--- src/rtl/dcp_params.svh ---
`ifndef DCP_PARAMS_SVH
`define DCP_PARAMS_SVH

// ****************************************************************
// device addresses, decoded from the inverted select bus
// ****************************************************************
`define DCP_ADDR_CMD 8'h7f
`define DCP_ADDR_DMA_HI 8'h7e
`define DCP_ADDR_DMA_LO 8'h7d

// ****************************************************************
// field positions and reset values
// ****************************************************************
`define DCP_BUS_W 8
`define DCP_DMA_W 16
`define DCP_CMD_KEEP_MASK 8'h30
`define DCP_CMD_RESET 8'h00
`define DCP_DMA_RESET 16'h0000
`define DCP_MAX_SECTOR 8'h1a

// ****************************************************************
// timing counts
// ****************************************************************
`define DCP_CLK_MHZ 200
`define DCP_STEP_READY_MS 10
`define DCP_STEP_READY_CYC (`DCP_STEP_READY_MS * 1000 * `DCP_CLK_MHZ)
`define DCP_UNLOAD_REVS 8

`endif

--- src/rtl/dcp_pkg.sv ---
package dcp_pkg;

  // ****************************************************************
  // controller sequence states, gray along idle-boot-busy
  // ****************************************************************
  typedef enum logic [1:0]
  {
    DCP_IDLE = 2'h0,
    DCP_BOOT = 2'h1,
    DCP_BUSY = 2'h3
  } dcp_state_type;

  // status byte, bit 7 first
  typedef struct packed
  {
    logic head_unloaded;
    logic data_crc;
    logic id_crc;
    logic track_err;
    logic finished;
    logic track_zero;
    logic step_ready;
    logic drive_fault;
  } dcp_status_type;

  // command byte, bit 7 first
  typedef struct packed
  {
    logic write;
    logic read;
    logic sel_hi;
    logic sel_lo;
    logic sel_en;
    logic dir;
    logic step;
    logic fault_reset;
  } dcp_command_type;

  // one-cycle results from the disk engine
  typedef struct packed
  {
    logic op_done;
    logic track_mismatch;
    logic id_crc_err;
    logic data_crc_err;
  } dcp_result_type;

endpackage : dcp_pkg

--- src/rtl/dcp_host_port.sv ---
`timescale 1ns/10ps
`include "dcp_params.svh"

module dcp_host_port
  import dcp_pkg::*;
#(
  parameter int STEP_READY_CYCLES = `DCP_STEP_READY_CYC,
  parameter int UNLOAD_REVS = `DCP_UNLOAD_REVS
)
(
  input wire logic i_clk,
  input wire logic i_reset_n,
  input wire logic i_ce,
  input wire logic [7:0] i_port_select_bus_n,
  input wire logic [7:0] i_host_write_bus_n,
  input wire logic i_write_strobe,
  input wire logic i_read_strobe_n,
  input wire logic i_bootstrap_n,
  input wire logic i_controller_restart_n,
  input wire logic i_drive_zero_write_inhibit,
  input wire logic i_drive_fault,
  input wire logic i_track_zero,
  input wire logic i_index_pulse,
  input wire logic i_sector_valid,
  input wire logic [7:0] i_sector_number,
  input wire dcp_result_type i_result,
  output logic [7:0] o_host_read_bus,
  output logic o_host_read_oe,
  output logic o_operation_finished_n,
  output logic [1:0] o_drive_select,
  output logic o_step_pulse,
  output logic o_step_toward_inner,
  output logic o_fault_reset,
  output logic o_read_start,
  output logic o_write_start,
  output logic o_boot_read,
  output logic o_head_loaded,
  output logic [15:0] o_dma_address
);

  // ****************************************************************
  // strobe and address decode
  // ****************************************************************
  function automatic logic addr_hit(input logic [7:0] addr,
                                    input logic [7:0] target);
    addr_hit = (addr == target);
  endfunction : addr_hit

  dcp_command_type wr_cmd;
  dcp_command_type cmd;
  dcp_command_type next_cmd;
  dcp_status_type status_word;
  dcp_state_type state;
  dcp_state_type next_state;
  logic [7:0] dev_addr;
  logic prev_wr;
  logic prev_boot_n;
  logic wr_edge;
  logic boot_edge;
  logic cmd_load;
  logic dma_lo_load;
  logic dma_hi_load;
  logic rd_sel;
  logic restart;
  logic [1:0] eff_sel;
  logic write_blocked;
  logic start_read;
  logic start_write;

  // select and write buses are active low on the wire, decode on true levels
  assign dev_addr = ~i_port_select_bus_n;
  assign wr_cmd = dcp_command_type'(~i_host_write_bus_n);
  assign restart = ~i_controller_restart_n;
  assign wr_edge = i_write_strobe & ~prev_wr;
  assign boot_edge = prev_boot_n & ~i_bootstrap_n;
  assign cmd_load = wr_edge & addr_hit(dev_addr, `DCP_ADDR_CMD);
  assign dma_lo_load = wr_edge & addr_hit(dev_addr, `DCP_ADDR_DMA_LO);
  assign dma_hi_load = wr_edge & addr_hit(dev_addr, `DCP_ADDR_DMA_HI);
  assign rd_sel = ~i_read_strobe_n
                  & addr_hit(dev_addr, `DCP_ADDR_CMD);
  assign start_read = cmd_load & wr_cmd.read;
  assign start_write = cmd_load & wr_cmd.write & ~wr_cmd.read;
  // a write names the drive it also selects
  assign eff_sel = wr_cmd.sel_en ? {wr_cmd.sel_hi, wr_cmd.sel_lo}
                                 : o_drive_select;
  assign write_blocked = i_drive_zero_write_inhibit
                         & (eff_sel == 2'h0);

  // edge history of write strobe and bootstrap
  always_ff @(posedge i_clk or negedge i_reset_n)
  begin
    if (!i_reset_n)
    begin
      prev_wr <= 1'b0;
      prev_boot_n <= 1'b1;
    end
    else if (i_ce)
    begin
      prev_wr <= i_write_strobe;
      prev_boot_n <= i_bootstrap_n;
    end
  end

  // ****************************************************************
  // operation sequencer
  // ****************************************************************
  logic boot_pending;
  logic next_boot_pending;
  logic op_write;
  logic next_op_write;
  logic illegal;
  logic next_illegal;
  logic op_end;
  logic op_go;
  logic next_read_start;
  logic next_write_start;
  logic next_boot_read;
  logic op_abort;

  // start, abort and finish of read, write and boot loads
  always_comb
  begin
    next_state = state;
    next_boot_pending = boot_pending | boot_edge;
    next_op_write = op_write;
    next_illegal = illegal;
    op_end = 1'b0;
    op_go = 1'b0;
    op_abort = 1'b0;
    next_read_start = 1'b0;
    next_write_start = 1'b0;
    next_boot_read = 1'b0;
    unique case (state)
      DCP_IDLE:
      begin
        if (boot_pending)
        begin
          next_state = DCP_BOOT;
          next_boot_pending = boot_edge;
          next_boot_read = 1'b1;
          next_op_write = 1'b0;
          op_go = 1'b1;
        end
        else if (start_read)
        begin
          next_state = DCP_BUSY;
          next_read_start = 1'b1;
          next_op_write = 1'b0;
          op_go = 1'b1;
        end
        else if (start_write && write_blocked)
          op_end = 1'b1;
        else if (start_write)
        begin
          next_state = DCP_BUSY;
          next_write_start = 1'b1;
          next_op_write = 1'b1;
          op_go = 1'b1;
        end
      end
      DCP_BOOT, DCP_BUSY:
      begin
        if (i_sector_valid && i_sector_number > `DCP_MAX_SECTOR)
          next_illegal = 1'b1;
        // id crc aborts only a write
        op_abort = i_result.track_mismatch
                   | (i_result.id_crc_err & op_write);
        if (op_abort || (i_result.op_done && !next_illegal))
        begin
          next_state = DCP_IDLE;
          next_illegal = 1'b0;
          op_end = 1'b1;
        end
      end
    endcase
    if (restart)
    begin
      next_state = DCP_IDLE;
      next_boot_pending = 1'b1;
      next_illegal = 1'b0;
      next_op_write = 1'b0;
      op_end = 1'b0;
      op_go = 1'b0;
      next_read_start = 1'b0;
      next_write_start = 1'b0;
      next_boot_read = 1'b0;
    end
  end

  // sequencer registers; boot is pending out of reset
  always_ff @(posedge i_clk or negedge i_reset_n)
  begin
    if (!i_reset_n)
    begin
      state <= DCP_IDLE;
      boot_pending <= 1'b1;
      op_write <= 1'b0;
      illegal <= 1'b0;
      o_read_start <= 1'b0;
      o_write_start <= 1'b0;
      o_boot_read <= 1'b0;
    end
    else if (i_ce)
    begin
      state <= next_state;
      boot_pending <= next_boot_pending;
      op_write <= next_op_write;
      illegal <= next_illegal;
      o_read_start <= next_read_start;
      o_write_start <= next_write_start;
      o_boot_read <= next_boot_read;
    end
  end

  // ****************************************************************
  // command and dma address registers
  // ****************************************************************
  logic [1:0] next_drive_sel;
  logic [15:0] next_dma;
  logic next_step;
  logic next_fault_reset;

  // command loads, select latch and clear on op end
  always_comb
  begin
    next_cmd = cmd_load ? wr_cmd : cmd;
    next_drive_sel = o_drive_select;
    next_dma = o_dma_address;
    next_step = cmd_load & wr_cmd.step;
    next_fault_reset = cmd_load & wr_cmd.fault_reset;
    if (cmd_load && wr_cmd.sel_en)
      next_drive_sel = {wr_cmd.sel_hi, wr_cmd.sel_lo};
    if (op_end)
      next_cmd = next_cmd & `DCP_CMD_KEEP_MASK;
    if (dma_lo_load)
      next_dma[7:0] = ~i_host_write_bus_n;
    if (dma_hi_load)
      next_dma[15:8] = ~i_host_write_bus_n;
    if (restart)
    begin
      next_cmd = `DCP_CMD_RESET;
      next_drive_sel = 2'h0;
      next_step = 1'b0;
      next_fault_reset = 1'b0;
    end
  end

  // command registers
  always_ff @(posedge i_clk or negedge i_reset_n)
  begin
    if (!i_reset_n)
    begin
      cmd <= `DCP_CMD_RESET;
      o_drive_select <= 2'h0;
      o_dma_address <= `DCP_DMA_RESET;
      o_step_pulse <= 1'b0;
      o_fault_reset <= 1'b0;
    end
    else if (i_ce)
    begin
      cmd <= next_cmd;
      o_drive_select <= next_drive_sel;
      o_dma_address <= next_dma;
      o_step_pulse <= next_step;
      o_fault_reset <= next_fault_reset;
    end
  end

  assign o_step_toward_inner = cmd.dir; // from command flip-flop

  // ****************************************************************
  // status flags
  // ****************************************************************
  logic step_ready;
  logic finished;
  logic next_finished;
  logic track_err;
  logic next_track_err;
  logic id_crc;
  logic next_id_crc;
  logic data_crc;
  logic next_data_crc;
  logic [3:0] rev_count;
  logic [3:0] next_rev_count;
  logic unloaded;

  // settle time after every step command
  dcp_timer #(
    .CYCLES(STEP_READY_CYCLES)
  ) u_step_timer (
    .i_clk(i_clk),
    .i_reset_n(i_reset_n),
    .i_ce(i_ce),
    .i_restart(next_step),
    .o_done(step_ready)
  );

  assign unloaded = (rev_count == 4'(UNLOAD_REVS));

  // status byte as seen by the host
  always_comb
  begin
    status_word.drive_fault = i_drive_fault;
    status_word.step_ready = step_ready;
    status_word.track_zero = i_track_zero;
    status_word.finished = finished;
    status_word.track_err = track_err;
    status_word.id_crc = id_crc;
    status_word.data_crc = data_crc;
    status_word.head_unloaded = unloaded | illegal;
  end

  // sticky flags cleared on start; a set in the same cycle wins
  always_comb
  begin
    next_finished = finished & ~op_go;
    next_track_err = track_err & ~op_go;
    next_id_crc = id_crc & ~op_go;
    next_data_crc = data_crc & ~op_go;
    next_rev_count = op_go ? 4'h0 : rev_count;
    if (i_index_pulse && !op_go && !unloaded)
      next_rev_count = rev_count + 4'h1;
    if (state != DCP_IDLE)
    begin
      next_track_err = next_track_err
                       | i_result.track_mismatch;
      next_id_crc = next_id_crc | i_result.id_crc_err;
      next_data_crc = next_data_crc
                      | (i_result.data_crc_err & ~op_write);
    end
    if (op_end)
      next_finished = 1'b1;
    if (restart)
    begin
      next_finished = 1'b0;
      next_track_err = 1'b0;
      next_id_crc = 1'b0;
      next_data_crc = 1'b0;
      next_rev_count = 4'h0;
    end
  end

  // status registers and finished, head lines
  always_ff @(posedge i_clk or negedge i_reset_n)
  begin
    if (!i_reset_n)
    begin
      finished <= 1'b0;
      track_err <= 1'b0;
      id_crc <= 1'b0;
      data_crc <= 1'b0;
      rev_count <= 4'h0;
      o_operation_finished_n <= 1'b1;
      o_head_loaded <= 1'b1;
    end
    else if (i_ce)
    begin
      finished <= next_finished;
      track_err <= next_track_err;
      id_crc <= next_id_crc;
      data_crc <= next_data_crc;
      rev_count <= next_rev_count;
      o_operation_finished_n <= ~next_finished;
      o_head_loaded <= (next_rev_count != 4'(UNLOAD_REVS));
    end
  end

  // ****************************************************************
  // host read bus, three-state by enable
  // ****************************************************************
  logic [7:0] next_read_bus;
  logic next_read_oe;

  // status driven only while a status read is decoded
  always_comb
  begin
    next_read_oe = rd_sel;
    next_read_bus = rd_sel ? status_word : 8'h00;
  end

  // read bus registers, idle value zero with enable low
  always_ff @(posedge i_clk or negedge i_reset_n)
  begin
    if (!i_reset_n)
    begin
      o_host_read_bus <= 8'h00;
      o_host_read_oe <= 1'b0;
    end
    else if (i_ce)
    begin
      o_host_read_bus <= next_read_bus;
      o_host_read_oe <= next_read_oe;
    end
  end
endmodule : dcp_host_port

--- src/rtl/dcp_timer.sv ---
`timescale 1ns/10ps
module dcp_timer
#(
  parameter int CYCLES = 2000000
)
(
  input wire logic i_clk,
  input wire logic i_reset_n,
  input wire logic i_ce,
  input wire logic i_restart,
  output logic o_done
);

  localparam int W = $clog2(CYCLES + 1);

  logic [W-1:0] count;
  logic [W-1:0] next_count;
  logic next_done;

  // count down from restart, done after CYCLES edges
  always_comb
  begin
    next_count = count;
    next_done = o_done;
    if (i_restart)
    begin
      next_count = W'(CYCLES - 1);
      next_done = 1'b0;
    end
    else if (!o_done)
    begin
      if (count == '0)
        next_done = 1'b1;
      else
        next_count = count - 1'b1;
    end
  end

  // registers, frozen while clock enable is low
  always_ff @(posedge i_clk or negedge i_reset_n)
  begin
    if (!i_reset_n)
    begin
      count <= '0;
      o_done <= 1'b1;
    end
    else if (i_ce)
    begin
      count <= next_count;
      o_done <= next_done;
    end
  end

endmodule : dcp_timer

--- config.mk ---
export PLATFORM = sky130hd
export DESIGN_NAME = dcp_host_port
export DESIGN_NICKNAME = d
export VERILOG_FILES = /design/src/rtl/dcp_pkg.sv /design/src/rtl/dcp_host_port.sv /design/src/rtl/dcp_timer.sv
export VERILOG_INCLUDE_DIRS = /design/src /design/src/rtl
export SDC_FILE = /design/constraint.sdc
export NUM_CORES = 1
export LEC_CHECK = 0
export BUFFER_PORTS_ARGS = -buffer_cell sky130_fd_sc_hd__buf_2
export CORE_MARGIN = 1.5
export CORE_UTILIZATION = 30
export CTS_CLUSTER_SIZE = 25
export DETAILED_ROUTE_END_ITERATION = 10
export SYNTH_ARGS = -nofsm -noshare
export SYNTH_HDL_FRONTEND = slang
export SYNTH_SLANG_ARGS = --single-unit
--- constraint.sdc ---
create_clock -name i_clk -period 3.7 [get_ports i_clk]
set_input_delay 0.74 -clock i_clk [delete_from_list [all_inputs] [get_ports i_clk]]
set_output_delay 0.74 -clock i_clk [all_outputs]
set_load 0.01 [all_outputs]
==> results.yml, run 1 <==
synthesis:
  yosysTopAreaCell: "dfrtp_1"
  async_reset_ff_share_pct: 100
  yosysMostFrequentCell: "dfrtp_1"
  synth_area_per_cell_um2: 10.1
  yosysWarnings: 0
  synth-seq-cells: 72
  synth_edf_count: 0
  syn_area_um2: 3480
  yosysUniqueCellTypes: 57
  ys.flop_type: "dfrtp_1"
  seq_area_frac_synth_pct: 52.0
  syn_inst: 345
  synth.top_cells.by_count: "67 x dfrtp_1, 31 x nand2_1, 25 x o21ai_0"
  yosys-top-cells-area: "dfrtp_1 48%, dfstp_2 3.8%, o21ai_0 3.6%"
  synth_top_area_share_pct: 48.2
  syn-num-nets: 388
sta:
  finalHoldViolCount: 0
  min_period_ns: 2.63
  relSlewSlack_pct: 37.4
  max_freq_mhz: 380
  worst_pin_slew_ns: 0.938
  rsz0062_at_grt: "false"
  finalClockSkew_ns: 0.00579
  drv_slew: 0
  timing.setup.tns_ns: 0
  setup_viol_count_final: 0
  period_share_pct: 71.1
setup_path:
  end_kind: "flop"
  cp_max_fo: 9
  worstPathRequired_ns: 3.91
  worstPathArrival_ns: 2.84
  crit_type: "flop to flop"
  worstSetupStartpointType: "flop"
cts:
  cts_sinks: 72
  clk_pin_slew_ns: 0.06
  cts_tree: "yes"
  numCtsBuffers: 9
  clock_latency_ns: 0.33
  ctsResizeCount: 0
  htreeDepth: 3
  cts_buffer_depth: 2
  cts-root-buf: "clkbuf_16"
  cts-hold-fix-buffers: 0
  post-cts-setup-buffer-count: 0
detailed_routing:
  wl_per_cell_um: 15.2
  dr.pass1.iters: 4
  postRouteAntennaNets: 0
  vias: 2951
  avgViaCountPerCell: 5.17
  drc: 0
  first_iter_violations: 137
  wl_um: 8660
place:
  io_buffer_count: 74
  gp_congestion: 0.797
  place_inst: 555
  dp_hpwl_um: 6200
global_route:
  grt_max_degree: 73
  track_usage_pct: 14.7
  grt_overflow: 0
  antenna_found_initial: 0
  grt_first_pass_wirelength_um: 14500
  grt_pass1_vias: 2791
final_layout:
  area_growth_pct: 25.1
  drive_gt1_share_pct: 26.6
  final_nets: 466
  diodes: 0
  fin_cells: 571
  fin_util_pct: 38.3
power_and_ir_drop:
  p_int_mw: 1.75
  leakagePower_nw: 2.09
  peakVddDrop_uv: 184
  power.switching_mw: 0.733
  swShare_pct: 29.6
  powerDensity_nw_per_um2: 570
  pwr-share-seq_pct: 41.5
  p_clk_share_pct: 38.3
  combPwrFrac_pct: 20.2
floorplan:
  die_h_um: 111
  rows: 39
  dieWidth_um: 111
  io_pins: 75
  core_um2: 11400
  die_area_um2: 12200
  initial_core_util_pct: 30.6
outcome:
  outcome: "finished, final reports clean"
worst_hold_path:
  hold_path_class: "flop to flop"
job:
  cap_violations: 0
==> path summary, 6_finish.rpt <==
check	from	to	slack, ns	cells past startpoint
max	u_step_timer.count[12]$_DFFE_PN0P_	u_step_timer.count[18]$_DFFE_PN0P_	1.07	5
min	o_dma_address[13]$_DFFE_PN0P_	o_dma_address[13]$_DFFE_PN0P_	0.48	2
max reg2reg	u_step_timer.count[12]$_DFFE_PN0P_	u_step_timer.count[18]$_DFFE_PN0P_	1.07	5
min reg2reg	o_dma_address[13]$_DFFE_PN0P_	o_dma_address[13]$_DFFE_PN0P_	0.48	2
max in group asynchronous	i_reset_n	u_step_timer.count[15]$_DFFE_PN0P_	2.45	2
min in group asynchronous	i_reset_n	u_step_timer.count[16]$_DFFE_PN0P_	0.61	2
==> power groups by stage <==
| stage | combinational [mW] | sequential, mW | clock, mW |
|---|---|---|---|
| floorplan | 0.392 | 1.01 | 0 |
| global placement | 0.490 | 1.03 | 0 |
| detailed placement | 0.503 | 1.04 | 0 |
| CTS | 0.505 | 1.03 | 0.973 |
| global route | 0.573 | 1.05 | 1.01 |
| finish | 0.501 | 1.03 | 0.951 |
==> kinds of logic after synthesis <==
family	after synthesis	share of synthesized area, %
flops	72	52.0
compound gates	105	20.9
fa+ha+maj	3	1.08
xor+xnor	2	0.504
buf+inv	30	3.70
simple gates	127	20.0
mux	6	1.80
==> sequential cells by signal, summed over array words and instances, names as in the netlist, 2 cells and up <==
| name | cells |
|---|---|
| rev_count | 4 |
| state | 2 |
| o_host_read_bus | 8 |
| o_drive_select | 2 |
| u_step_timer.count | 21 |
| o_dma_address | 16 |
==> metal layers <==
layer / part of all wire [%] / vias up / routed length (µm) / GRT usage (%)
met4: 1.8 / 0 / 156 / 5.30
met5: 0 / - / 0 / 0
li1: - / 1458 / - / -
met3: 5.6 / 13 / 481 / 3.39
met2: 45 / 67 / 3890 / 21.6
met1: 48 / 1413 / 4140 / 21.2
==> worst max-delay path, cell delays in order (launching register included) <==
cell	delay, ns
dfrtp_1	0.41
or4_1	0.64
or3_1	0.46
o211ai_1	0.57
nor4_1	0.08
or3_1	0.35
==> placed cells by master, fill, tap and decap left out, drive strengths merged, types with 3 or more instances in the layout <==
| master | Yosys | routed |
|---|---|---|
| inv | 15 | 16 |
| nand2 | 31 | 31 |
| mux2i | 4 | 4 |
| clkbuf | 10 | 10 |
| dfstp | 5 | 5 |
| o21bai | 3 | 3 |
| clkinv | 0 | 3 |
| a22o | 13 | 13 |
| a21o | 6 | 6 |
| nor4 | 9 | 9 |
| ha | 3 | 3 |
| o31a | 4 | 4 |
| or4 | 10 | 10 |
| dfrtp | 67 | 67 |
| o21ai | 27 | 27 |
| o31ai | 9 | 9 |
| nor2b | 5 | 5 |
| nor3 | 12 | 12 |
| a21oi | 18 | 18 |
| nor2 | 16 | 16 |
| nand3 | 4 | 4 |
| nand2b | 3 | 3 |
| or2 | 4 | 4 |
| buf | 5 | 82 |
| o41ai | 3 | 3 |
| or3 | 17 | 17 |
| o2bb2ai | 3 | 3 |
| nand4 | 5 | 5 |
==> metrics by stage <==
| stage | total power, mW | hold WS [ns] | setup WS [ns] | instance area (µm²) |
|---|---|---|---|---|
| floorplan | 1.40 | 0.444 | 1.27 | 3480 |
| global placement | 1.52 | 0.459 | 0.756 | 4020 |
| detailed placement | 1.54 | 0.470 | 0.747 | 4020 |
| CTS | 2.50 | 0.484 | 1.07 | 4350 |
| global route | 2.63 | 0.489 | 0.868 | 4350 |
| finish | 2.48 | 0.478 | 1.07 | 4350 |
==> layout make-up <==
cell class | count | area [µm²]
Tap cell | 143 | 179
Sequential cell | 72 | 1810
Fill cell | 1133 | 7020
Multi-Input combinational cell | 243 | 1550
Timing Repair Buffer | 82 | 430
Clock inverter | 6 | 91.3
Clock buffer | 10 | 239
Inverter | 15 | 56.3
Note: power is estimated with default switching activity, not from simulation.
==> run 2, diff against run 1 <==
--- a/config.mk
+++ b/config.mk
@@ -6,6 +6,7 @@
 export SDC_FILE = /design/constraint.sdc
 export NUM_CORES = 1
 export LEC_CHECK = 0
+export ABC_AREA = 1
 export BUFFER_PORTS_ARGS = -buffer_cell sky130_fd_sc_hd__buf_2
 export CORE_MARGIN = 1.5
 export CORE_UTILIZATION = 30
==> constraint.sdc (replaced) <==
create_clock -name i_clk -period 2.34 [get_ports i_clk]
set_input_delay 0.468 -clock i_clk [delete_from_list [all_inputs] [get_ports i_clk]]
set_output_delay 0.468 -clock i_clk [all_outputs]
set_load 0.01 [all_outputs]
==> results.yml, run 2 <==
sta:
  period_share_pct: 85.2
  worst_pin_slew_ns: 0.518
  drv_slew: 0
  finalHoldViolCount: 0
  fin_hold_ws_ns: 0.109
  rsz0062_at_grt: "false"
  finalClockSkew_ns: 0.00550
  setup_viol_count_final: 0
  max_freq_mhz: 502
  relSlewSlack_pct: 65.4
  min_period_ns: 1.99
  timing.setup.tns_ns: 0
  layout_setup_ws_ns: 0.347
final_layout:
  final_nets: 558
  area_growth_pct: 24.1
  final_common_cell: "nand2_1"
  largest_reg_flops: 21
  mostFrequentLayoutCells: "95 x nand2_1, 74 x buf_2, 67 x dfrtp_1"
  reg.largest.list: "u_step_timer.count x21, o_dma_address x16, o_host_read_bus x8"
  diodes: 0
  drive_gt1_share_pct: 26.5
  fin_cells: 667
  regMostFlops: "u_step_timer.count"
floorplan:
  io_pins: 75
  die_area_um2: 12900
  rows: 40
  die_h_um: 114
  core_um2: 12000
  dieWidth_um: 114
  initial_core_util_pct: 30.6
synthesis:
  syn_inst: 433
  synth_area_per_cell_um2: 8.50
  yosysUniqueCellTypes: 48
  seq_area_frac_synth_pct: 49.1
  synth_fa_ha_area_share_pct: 1.02
  synth_top_family_by_area: "simple AND/OR/NAND/NOR gates"
  yosysTopAreaCell: "dfrtp_1"
  synth-seq-cells: 72
  synth.top_cells.by_count: "95 x nand2_1, 67 x dfrtp_1, 41 x inv_1"
  yosysWarnings: 0
  synth_mux_area_share_pct: 0
  yosys-top-cells-area: "dfrtp_1 46%, nand2_1 9.7%, inv_1 4.2%"
  synth_edf_count: 0
  synth_top_area_share_pct: 45.6
  yosysMostFrequentCell: "nand2_1"
  synth-simple-area-share_pct: 25.4
  async_reset_ff_share_pct: 100
  synth-xor-area-share_pct: 2.14
  syn_area_um2: 3680
  syn-num-nets: 476
  synth_compound_area_share_pct: 15.1
  ys.flop_type: "dfrtp_1"
setup_path:
  worstReg2RegStart: "u_step_timer.count[0]$_DFFE_PN0P_"
  crit_path_top_delay_cell: "dfrtp_1"
  crit_family: "simple AND/OR/NAND/NOR gates"
  cpPeakStageDelay_ns: 0.36
  crit_type: "flop to flop"
  cp-startpoint: "u_step_timer.count[0]$_DFFE_PN0P_"
  worstPathArrival_ns: 2.23
  end_kind: "flop"
  cp_max_fo: 19
  crit_chain: "inv_1 -> ha_1 -> nand2_2 -> nor2_4 -> nand2_4 -> nor2_4 -> a31oi_4 -> inv_4 -> nand2_8 -> inv_4 -> nand2_1 -> o31ai_2"
  cp_num_buf_inv: 3
  worstSetupStartpointType: "flop"
  worstPathRequired_ns: 2.58
detailed_routing:
  dr.pass1.iters: 4
  wl_per_cell_um: 13.8
  postRouteAntennaNets: 0
  wl_um: 9210
  drc: 0
  first_iter_violations: 194
  avgViaCountPerCell: 4.83
  vias: 3221
global_route:
  grt_first_pass_wirelength_um: 15400
  grt_pass1_vias: 3205
  antenna_found_initial: 1
  grt_overflow: 0
  track_usage_pct: 15.0
  grt_max_degree: 53
power_and_ir_drop:
  leakagePower_nw: 2.29
  power_mw: 3.44
  peakVddDrop_uv: 312
  powerDensity_nw_per_um2: 753
place:
  place_inst: 651
  io_buffer_count: 74
  gp_congestion: 0.853
  dpl_worst_slack_ns: 0.333
  dp_hpwl_um: 6950
outcome:
  outcome: "finished, final reports clean"
worst_hold_path:
  hold_path_class: "input port to async pin"
cts:
  post-cts-setup-buffer-count: 0
  clock_latency_ns: 0.33
  clk_pin_slew_ns: 0.06
  cts-root-buf: "clkbuf_16"
  cts_sinks: 72
  numCtsBuffers: 9
  htreeDepth: 3
  ctsResizeCount: 0
  cts_tree: "yes"
  cts-hold-fix-buffers: 0
  cts_buffer_depth: 2
job:
  cap_violations: 0
-- run 2: cell count changes after synthesis, sizes merged, moves of 6 or more --
cell / previous run / this run
o21ai: 27 / 50
or4: 10 / 0
nand2: 31 / 103
nor2: 16 / 43
xor2: 2 / 8
inv: 15 / 50
nand3: 4 / 28
or3: 17 / 0
a22o: 13 / 0
-- run 2: final timing paths --
path	to	cells past startpoint	slack (ns)
max	u_step_timer.count[16]$_DFFE_PN0P_	12	0.35
min	o_host_read_bus[4]$_DFFE_PN0P_	1	0.11
max reg2reg	u_step_timer.count[16]$_DFFE_PN0P_	12	0.35
min reg2reg	o_step_pulse$_DFFE_PN0P_	2	0.47
max in group asynchronous	boot_pending$_DFFE_PN1P_	2	1.54
min in group i_clk	o_dma_address[15]$_DFFE_PN0P_	2	0.35
-- run 2: where the power goes --
| part | switching, mW | internal (mW) |
|---|---|---|
| clock | 0.551 | 0.946 |
| sequential | 0.0647 | 1.34 |
| combinational | 0.343 | 0.193 |
| total | 0.959 | 2.48 |
-- run 2: area by class of cell --
| type | instances | area, µm² |
|---|---|---|
| clock buffers | 9 | 225 |
| clock inverters | 7 | 103 |
| fillers | 1222 | 7440 |
| inverters | 51 | 196 |
| multi-input cells | 299 | 1610 |
| flip-flops and latches | 72 | 1810 |
| well taps | 147 | 184 |
| repair buffers | 82 | 443 |
-- run 2: through the flow --
| stage | instance area [µm²] | util (%) |
|---|---|---|
| final | 4570 | 38.0 |
| after global routing | 4570 | 38.0 |
| after CTS | 4570 | 38.0 |
| after detailed placement | 4240 | 35.3 |
| after global placement | 4240 | 35.3 |
| after floorplan | 3680 | - |
-- run 2: layer usage --
layer  wire [µm]  part of all wire [%]  vias to the layer above  track usage, %
li1            -                     -                     1603               -
met1        4140                    45                     1552            19.0
met2        4560                    50                       60            25.2
met3         466                   5.1                        4            4.25
met4          30                  0.33                        2            3.92
met5           7                 0.076                        -               0
-- run 2: kinds of logic (layout without fill, tap and decap cells) --
group / after synthesis / count (layout)
simple gates: 199 / 199
xor+xnor: 9 / 9
compound gates: 88 / 88
fa+ha+maj: 3 / 3
buf+inv: 62 / 149
flops: 72 / 72
